<file path="config.mk">
export PLATFORM = sky130hd
export DESIGN_NAME = adc_output_config_bank
export DESIGN_NICKNAME = d
export VERILOG_FILES = /design/src/design/adc_cfg_pkg.sv /design/src/design/adc_output_config_bank.sv
export SDC_FILE = /design/constraint.sdc
export NUM_CORES = 1
export LEC_CHECK = 0
export ABC_AREA = 1
export BUFFER_PORTS_ARGS = -buffer_cell sky130_fd_sc_hd__buf_2
export CAP_MARGIN = 20
export CORE_MARGIN = 3
export CORE_UTILIZATION = 51
export DETAILED_ROUTE_END_ITERATION = 8
export PLACE_DENSITY = 0.67
export SYNTH_ARGS = -nofsm -noshare
export SYNTH_HDL_FRONTEND = slang
export SYNTH_SLANG_ARGS = --single-unit
</file>
<file path="constraint.sdc">
create_clock -name clk_in -period 15.5 [get_ports clk_in]
set_input_delay 3.1 -clock clk_in [delete_from_list [all_inputs] [get_ports clk_in]]
set_output_delay 3.1 -clock clk_in [all_outputs]
set_load 0.01 [all_outputs]
</file>
<file path="src/design/adc_cfg_pkg.sv">
// Constants, register map and carrier types for the converter output path.
// Assumes a single 100 MHz clock and a plain strobe-based register port.
`default_nettype none
package adc_cfg_pkg;
   localparam logic [7:0] ADDR_RESET = 8'h00;
   localparam logic [7:0] ADDR_MODE_FMT = 8'h50;
   localparam logic [7:0] ADDR_USER_LO = 8'h51;
   localparam logic [7:0] ADDR_USER_HI = 8'h52;
   localparam logic [7:0] ADDR_LOOP_EN_A = 8'h53;
   localparam logic [7:0] ADDR_GAIN_TC_A = 8'h55;
   localparam logic [7:0] ADDR_TRIM_A = 8'h57;
   localparam logic [7:0] ADDR_PAT_A = 8'h62;
   localparam logic [7:0] ADDR_PED_A = 8'h63;
   localparam logic [7:0] ADDR_LOOP_EN_B = 8'h66;
   localparam logic [7:0] ADDR_GAIN_TC_B = 8'h68;
   localparam logic [7:0] ADDR_TRIM_B = 8'h6a;
   localparam logic [7:0] ADDR_PAT_B = 8'h75;
   localparam logic [7:0] ADDR_PED_B = 8'h76;
   localparam int BIT_SW_RESET = 7;
   localparam int BIT_INDEP = 6;
   localparam int BIT_LOOP_EN = 6;
   localparam int BIT_NSF = 7;
   localparam logic [1:0] FMT_TWOS = 2'h2;
   localparam logic [1:0] FMT_OFFBIN = 2'h3;
   localparam logic [7:0] RESET_VALUE = 8'h00;
   localparam logic [3:0] GAIN_MAX = 4'hc;
   localparam logic [3:0] TC_MAX = 4'hb;
   localparam int TC_BASE_LOG2 = 18;
   localparam int TRIM_SHIFT = 13;
   localparam int RAMP_DIV_12 = 4;
   typedef enum logic [2:0] {
      PAT_NORMAL, PAT_ZEROS, PAT_ONES, PAT_TOGGLE, PAT_RAMP, PAT_USER, PAT_UNUSED6, PAT_UNUSED7
   } pattern_t;
   typedef struct packed {
      logic loop_en;
      logic [3:0] gain;
      logic [3:0] time_const;
      logic [6:0] trim;
      pattern_t pattern;
      logic [5:0] pedestal;
      logic noise_shaping_feature;
   } chan_cfg_t;
endpackage
`default_nettype wire

</file>
<file path="src/design/adc_output_config_bank.sv">
// Register bank and output data path for a dual channel sampling converter.
// Assumes samples arrive on the same clock as the register port, one per cycle.
`timescale 1ns/10ps
`default_nettype none
module adc_output_config_bank #(
   parameter int WIDTH = 14
) (
   input wire logic clk_in,
   input wire logic arst_n_in,
   input wire logic [7:0] addr_in,
   input wire logic [7:0] wdata_in,
   input wire logic wr_in,
   input wire logic rd_in,
   output logic [7:0] rdata_out,
   input wire logic sample_valid_in,
   input wire logic [WIDTH-1:0] sample_a_in,
   input wire logic [WIDTH-1:0] sample_b_in,
   output logic [WIDTH-1:0] data_a_out,
   output logic [WIDTH-1:0] data_b_out,
   output logic data_valid_out,
   output logic [1:0] loop_on_out,
   output logic [1:0] noise_shaping_feature_out
);
   // Only the 12-bit and 14-bit output words are served by the ramp and mid-scale logic.
   if (WIDTH != 14 && WIDTH != 12) begin : g_width_check
      $error("WIDTH must be 12 or 14");
   end

   // ------------------------------------------------------------------
   // State
   // ------------------------------------------------------------------
   // Samples are unsigned offset binary, mid-scale at half range.
   localparam logic [WIDTH-1:0] MID = WIDTH'(1) << (WIDTH - 1);
   localparam int ACC_W = WIDTH + 30;

   typedef struct packed {
      logic indep;
      logic [1:0] fmt;
      logic [7:0] user_lo;
      logic [5:0] user_hi;
      adc_cfg_pkg::chan_cfg_t [1:0] cfg;
      logic [7:0] rdata;
      logic [WIDTH-1:0] ramp;
      logic [1:0] ramp_div;
      logic toggle;
      logic signed [1:0][ACC_W-1:0] acc;
      logic [1:0][WIDTH-1:0] out;
      logic valid;
   } state_t;

   state_t st;
   state_t next_st;
   adc_cfg_pkg::chan_cfg_t [1:0] eff;
   logic [WIDTH-1:0] user_word;
   logic [WIDTH-1:0] toggle_word;

   function automatic logic [7:0] pack_gain_tc(input adc_cfg_pkg::chan_cfg_t c);
      return {c.gain, c.time_const};
   endfunction

   always_comb begin
      // channel B inherits A's set unless independent control is on.
      eff[0] = st.cfg[0];
      eff[1] = st.indep ? st.cfg[1] : st.cfg[0];
      user_word = WIDTH'({st.user_hi, st.user_lo});
      for (int i = 0; i < WIDTH; i++) begin
         toggle_word[i] = st.toggle ^ ~i[0];
      end
   end

   // ------------------------------------------------------------------
   // Next state
   // ------------------------------------------------------------------
   always_comb begin
      logic [WIDTH-1:0] raw;
      logic [WIDTH+7:0] scaled;
      logic [WIDTH+8:0] coarse;
      logic [WIDTH-1:0] corr;
      logic signed [WIDTH+1:0] err;
      logic [4:0] shift;
      logic [WIDTH-1:0] fmt_word;
      logic [WIDTH-1:0] target;
      raw = '0;
      scaled = '0;
      coarse = '0;
      corr = '0;
      err = '0;
      shift = '0;
      fmt_word = '0;
      target = '0;
      next_st = st;
      next_st.rdata = '0;

      if (st.valid || sample_valid_in) begin
         next_st.toggle = ~st.toggle;
      end
      // 12-bit ramp advances every fourth sample, 14-bit on each one.
      if (sample_valid_in) begin
         next_st.ramp_div = st.ramp_div + 2'h1;
         if (WIDTH == 14 || st.ramp_div == 2'(adc_cfg_pkg::RAMP_DIV_12 - 1)) begin
            next_st.ramp = st.ramp + WIDTH'(1);
         end
      end
      next_st.valid = sample_valid_in;

      for (int c = 0; c < 2; c++) begin
         raw = c == 0 ? sample_a_in : sample_b_in;
         // coarse gain as roughly 0.5 dB per step, 6 % per code.
         coarse = (WIDTH+9)'(raw) + (((WIDTH+9)'(raw) * (WIDTH+9)'(eff[c].gain)) >> 4);
         // trim only adds, coarse*(1 + trim/8192).
         scaled = (WIDTH+8)'(coarse + ((coarse * (WIDTH+9)'(eff[c].trim)) >> adc_cfg_pkg::TRIM_SHIFT));
         // Gain is about code zero and only adds, so a saturated result clips to full scale.
         corr = scaled > (WIDTH+8)'({WIDTH{1'b1}}) ? {WIDTH{1'b1}} : scaled[WIDTH-1:0];
         // loop drives output toward mid-scale plus signed pedestal.
         target = MID + WIDTH'(signed'(eff[c].pedestal));
         // An element of the packed array is unsigned, so it is made signed before the shift.
         corr = corr - WIDTH'(signed'(st.acc[c]) >>> 30);
         if (eff[c].loop_en && sample_valid_in) begin
            err = signed'({2'b00, corr}) - signed'({2'b00, target});
            // step is error over 2^(18+code) cycles, with codes above 11 taken as 11.
            shift = 5'(adc_cfg_pkg::TC_BASE_LOG2 + int'(eff[c].time_const > adc_cfg_pkg::TC_MAX ?
                    adc_cfg_pkg::TC_MAX : eff[c].time_const));
            next_st.acc[c] = st.acc[c] + ((ACC_W'(signed'(err)) <<< 30) >>> shift);
         end else if (!eff[c].loop_en) begin
            next_st.acc[c] = '0;
         end
         // two's complement flips the top bit of offset binary.
         fmt_word = st.fmt == adc_cfg_pkg::FMT_TWOS ? corr ^ MID : corr;
         // patterns bypass formatting and replace the data word.
         case (eff[c].pattern)
            adc_cfg_pkg::PAT_NORMAL: next_st.out[c] = fmt_word;
            adc_cfg_pkg::PAT_ZEROS: next_st.out[c] = '0;
            adc_cfg_pkg::PAT_ONES: next_st.out[c] = '1;
            adc_cfg_pkg::PAT_TOGGLE: next_st.out[c] = toggle_word;
            adc_cfg_pkg::PAT_RAMP: next_st.out[c] = st.ramp;
            adc_cfg_pkg::PAT_USER: next_st.out[c] = user_word;
            default: next_st.out[c] = fmt_word;
         endcase
      end

      if (rd_in) begin
         case (addr_in)
            adc_cfg_pkg::ADDR_MODE_FMT: next_st.rdata = {1'b0, st.indep, 3'h0, st.fmt, 1'b0};
            adc_cfg_pkg::ADDR_USER_LO: next_st.rdata = st.user_lo;
            adc_cfg_pkg::ADDR_USER_HI: next_st.rdata = {2'h0, st.user_hi};
            adc_cfg_pkg::ADDR_LOOP_EN_A: next_st.rdata = {1'b0, st.cfg[0].loop_en, 6'h0};
            adc_cfg_pkg::ADDR_GAIN_TC_A: next_st.rdata = pack_gain_tc(st.cfg[0]);
            adc_cfg_pkg::ADDR_TRIM_A: next_st.rdata = {st.cfg[0].noise_shaping_feature, st.cfg[0].trim};
            adc_cfg_pkg::ADDR_PAT_A: next_st.rdata = {5'h0, st.cfg[0].pattern};
            adc_cfg_pkg::ADDR_PED_A: next_st.rdata = {2'h0, st.cfg[0].pedestal};
            adc_cfg_pkg::ADDR_LOOP_EN_B: next_st.rdata = {1'b0, st.cfg[1].loop_en, 6'h0};
            adc_cfg_pkg::ADDR_GAIN_TC_B: next_st.rdata = pack_gain_tc(st.cfg[1]);
            adc_cfg_pkg::ADDR_TRIM_B: next_st.rdata = {st.cfg[1].noise_shaping_feature, st.cfg[1].trim};
            adc_cfg_pkg::ADDR_PAT_B: next_st.rdata = {5'h0, st.cfg[1].pattern};
            adc_cfg_pkg::ADDR_PED_B: next_st.rdata = {2'h0, st.cfg[1].pedestal};
            default: next_st.rdata = adc_cfg_pkg::RESET_VALUE;
         endcase
      end

      if (wr_in) begin
         case (addr_in)
            adc_cfg_pkg::ADDR_RESET: begin
               // bit is never stored, so it reads back as zero.
               if (wdata_in[adc_cfg_pkg::BIT_SW_RESET]) begin
                  next_st.indep = 1'b0;
                  next_st.fmt = '0;
                  next_st.user_lo = '0;
                  next_st.user_hi = '0;
                  next_st.cfg = '0;
                  next_st.acc = '0;
               end
            end
            adc_cfg_pkg::ADDR_MODE_FMT: begin
               next_st.indep = wdata_in[adc_cfg_pkg::BIT_INDEP];
               next_st.fmt = wdata_in[2:1];
            end
            adc_cfg_pkg::ADDR_USER_LO: next_st.user_lo = wdata_in;
            adc_cfg_pkg::ADDR_USER_HI: next_st.user_hi = wdata_in[5:0];
            adc_cfg_pkg::ADDR_LOOP_EN_A: next_st.cfg[0].loop_en = wdata_in[adc_cfg_pkg::BIT_LOOP_EN];
            adc_cfg_pkg::ADDR_GAIN_TC_A: begin
               next_st.cfg[0].gain = wdata_in[7:4];
               next_st.cfg[0].time_const = wdata_in[3:0];
            end
            adc_cfg_pkg::ADDR_TRIM_A: begin
               next_st.cfg[0].trim = wdata_in[6:0];
               next_st.cfg[0].noise_shaping_feature = wdata_in[adc_cfg_pkg::BIT_NSF];
            end
            adc_cfg_pkg::ADDR_PAT_A: next_st.cfg[0].pattern = adc_cfg_pkg::pattern_t'(wdata_in[2:0]);
            adc_cfg_pkg::ADDR_PED_A: next_st.cfg[0].pedestal = wdata_in[5:0];
            adc_cfg_pkg::ADDR_LOOP_EN_B: next_st.cfg[1].loop_en = wdata_in[adc_cfg_pkg::BIT_LOOP_EN];
            adc_cfg_pkg::ADDR_GAIN_TC_B: begin
               next_st.cfg[1].gain = wdata_in[7:4];
               next_st.cfg[1].time_const = wdata_in[3:0];
            end
            adc_cfg_pkg::ADDR_TRIM_B: begin
               next_st.cfg[1].trim = wdata_in[6:0];
               next_st.cfg[1].noise_shaping_feature = wdata_in[adc_cfg_pkg::BIT_NSF];
            end
            adc_cfg_pkg::ADDR_PAT_B: next_st.cfg[1].pattern = adc_cfg_pkg::pattern_t'(wdata_in[2:0]);
            adc_cfg_pkg::ADDR_PED_B: next_st.cfg[1].pedestal = wdata_in[5:0];
            default: begin
            end
         endcase
      end
   end

   // ------------------------------------------------------------------
   // Registers
   // ------------------------------------------------------------------
   always_ff @(posedge clk_in or negedge arst_n_in) begin
      if (!arst_n_in) begin
         st <= '0;
      end else begin
         st <= next_st;
      end
   end

   assign rdata_out = st.rdata;
   assign data_a_out = st.out[0];
   assign data_b_out = st.out[1];
   assign data_valid_out = st.valid;
   assign loop_on_out = {eff[1].loop_en, eff[0].loop_en};
   assign noise_shaping_feature_out = {eff[1].noise_shaping_feature, eff[0].noise_shaping_feature};
endmodule // adc_output_config_bank
`default_nettype wire

</file>
==> metrics.json <==
{
  "setup_path": {
    "crit_path_start": "sample_b_in[3]",
    "path_max_fanout": 4,
    "crit_path_end_kind": "flip-flop",
    "cpMaxStageDelayCell": "fa_1",
    "critPathArrivalTime_ns": 18.02,
    "crit_type": "input pin to flip-flop",
    "max_stage_delay_ns": 0.53,
    "cp_common_cell": "nand2_1",
    "crit-reg2reg-launch": "st[210]",
    "reg2reg_slack_ns": -0.32,
    "critical_path_required_ns": 15.95,
    "start_kind": "input pin"
  },
  "clock_network": {
    "post_cts_hold_buffer_count": 0,
    "cts_buffers": 26,
    "cts_tree": "yes",
    "clock_path_buffers": 3,
    "root_buffer": "clkbuf_16",
    "clk_latency_ns": 0.57,
    "clock_sinks": 209,
    "htree_num_levels": 1,
    "cts.clk_slew.worst_paths_ns": 0.07
  },
  "global_route": {
    "grt_first_pass_wirelength_um": 158600,
    "grt.total_usage": 0.3204,
    "globalRoute.totalOverflow": 0,
    "number_of_antenna_violations_at_the_first_check_in_global_routing": 6,
    "first_global_vias": 31410,
    "grt_start_max_net_pins": 94
  },
  "synthesis": {
    "yosysUniqueCellTypes": 58,
    "syn_avg_cell_area_um2": 6.945,
    "edff_count_synth": 0,
    "synth.top_cell.area_share": 0.1774,
    "syn-instance-count": 4244,
    "synth_cell_count_leaders": "nand2_1 (827), inv_1 (794), nor2_1 (434), ha_1 (328), a21oi_1 (311)",
    "syn_area_mm2": 0.02947,
    "synth_largest_area_cell": "dfrtp_1",
    "ys.warnings.count": 0,
    "portion_of_the_post_synthesis_area_used_by_sequential_elements": 0.1774,
    "synth_flop_cell": "dfrtp_1",
    "ys_ff_latch": 209,
    "synthArstFlopShare": 1.000,
    "synth_most_common_cell": "nand2_1",
    "synth.top_cells.by_area": "dfrtp_1 (18%), ha_1 (14%), fa_1 (12%)"
  },
  "routing": {
    "drc": 0,
    "wire_per_inst_um": 18.19,
    "wirelength_um": 107900,
    "drtAntennaViolNets": 0,
    "routed_via_density": 5.567,
    "drt_iter0_markers": 2583,
    "routed-via-count": 33030,
    "detail_route.first_pass.iterations": 6
  },
  "timing": {
    "setup_viol": 81,
    "hold_ws_ns": 0.4854,
    "timing.final.crit_period_ns": 17.57,
    "timing_worst_slew_pin_value_ns": 1.086,
    "finalHoldViolations": 0,
    "share_of_the_clock_period_used_by_the_worst_path_after_layout": 1.133,
    "final.setup_skew_ns": 0.01969,
    "setup_slack_ns": -2.069,
    "grt_setup_unrepaired": "yes",
    "achievable-frequency_ghz": 0.05692,
    "worst_slew_margin_rel": 0.2751,
    "drv_slew": 0
  },
  "final_layout": {
    "area.growth.synth_to_final_pct": 47.03,
    "layout-drive-gt1-share": 0.3670,
    "nets": 5713,
    "final_cell_count_no_fill": 5934
  },
  "die": {
    "rows": 87,
    "num_io_pins": 90,
    "die_area_mm2": 0.06071,
    "die_x_um": 246.4,
    "chip_height_um": 246.4,
    "core_area_mm2": 0.05682,
    "initial_utilization": 0.5187
  },
  "outcome": {
    "status": "finished with violations",
    "failed_checks": "setup timing"
  },
  "place": {
    "post-dp-hpwl_um": 73820,
    "io_buffer_count": 89,
    "place.detailed.instances": 5656,
    "finalWeightedCongestion": 0.9947,
    "dp_slack_ns": -2.620
  },
  "min_path": {
    "min-delay-start": "st[102]",
    "timing.hold.worst.class": "flip-flop to flip-flop"
  },
  "run": {
    "drv_cap": 0
  }
}
-- worst max-delay path, delay by kind of cell --
family / cells / cell delay (ns)
AO/OA/AOI/OAI: 24 / 3.49
XOR/XNOR: 3 / 0.56
adder cells (fa/ha/maj): 15 / 5.54
buffers and inverters: 23 / 2.14
AND/OR/NAND/NOR: 32 / 3.23
-- layer usage --
layer / GRT usage / part of all wire / vias up
met5: 0 / 0.00012 / -
met1: 0.4187 / 0.41 / 15830
met2: 0.5398 / 0.48 / 1348
li1: - / - / 15500
met3: 0.04354 / 0.064 / 362
met4: 0.1198 / 0.049 / 2
-- flip-flops by register name, indices dropped and copies added, names as in the netlist --
| name | flops |
|---|---|
| st | 146 |
| data_valid_out | 1 |
| eff | 24 |
| data_a_out | 14 |
| noise_shaping_feature_out | 1 |
| data_b_out | 14 |
| rdata_out | 8 |
| loop_on_out | 1 |
-- logic make-up after synthesis --
group | Yosys count | synth area share
AND/OR/NAND/NOR | 1562 | 0.2159
buffers and inverters | 930 | 0.1241
AO/OA/AOI/OAI | 862 | 0.1687
adder cells (fa/ha/maj) | 510 | 0.2629
flip-flops | 209 | 0.1774
XOR/XNOR | 161 | 0.04784
multiplexers | 9 | 0.003057
other | 1 | 0.0001272
-- what timing repair did --
| item | 4_1_cts | 5_1_grt |
|---|---|---|
| pin swaps | 276 | 358 |
| setup buffers | 142 | 105 |
| setup endpoints to repair | 83 | 86 |
| resized for setup | 405 | 553 |
-- per-stage QoR --
stage,util,cell area [um^2],setup TNS [ns]
after floorplan,-,30690,-42.79
after global placement,0.6411,36430,-152.72
after global routing,0.7627,43340,-180.85
after detailed placement,0.6411,36430,-167.89
after CTS,0.7066,40150,-67.82
final,0.7627,43340,-124.92
-- area by class of cell --
| cell class | instances | area, um^2 |
|---|---|---|
| diodes | 4 | 10.01 |
| clock inverters | 12 | 206.4 |
| fillers | 4015 | 13480 |
| multi-input cells | 3134 | 25650 |
| flip-flops and latches | 209 | 5230 |
| repair buffers | 980 | 7486 |
| well taps | 756 | 945.9 |
| clock buffers | 36 | 769.5 |
| inverters | 803 | 3044 |
-- layout by cell type, fill, tap and decap left out, types with 28 or more instances in the layout --
cell type  netlist  routed
buf_4           40     820
inv_1          794     724
nand2_1        827     688
nor2_1         434     345
ha_1           328     224
dfrtp_1        209     209
a21oi_1        311     179
fa_1           182     174
nand2_2         13     116
a21oi_2          1     106
nand3_1        172      99
ha_4             0      97
o21ai_0        252      95
xor2_1         120      91
o22ai_1         84      83
buf_2           13      82
o21ai_2          3      76
buf_6            0      71
o21ai_1          9      69
inv_2            2      65
nand3_2          2      64
nor2_2           3      52
nor2_4           0      40
o211ai_1        37      37
nand2_4          0      34
xnor2_1         41      30
conb_1           1      30
nor3_1          44      28
-- worst paths after layout --
kind / endpoint / cells past startpoint
worst max-delay path: st[110] / 97
worst min-delay path: st[102] / 2
worst max register to register: st[110] / 98
worst min register to register: st[102] / 2
max in group asynchronous: st[70] / 2
min in group asynchronous: rdata_out[2] / 1
Power is left out: the tool's default activity adds up to more than one toggle a clock period on the data nets, which glitch-free logic cannot reach.
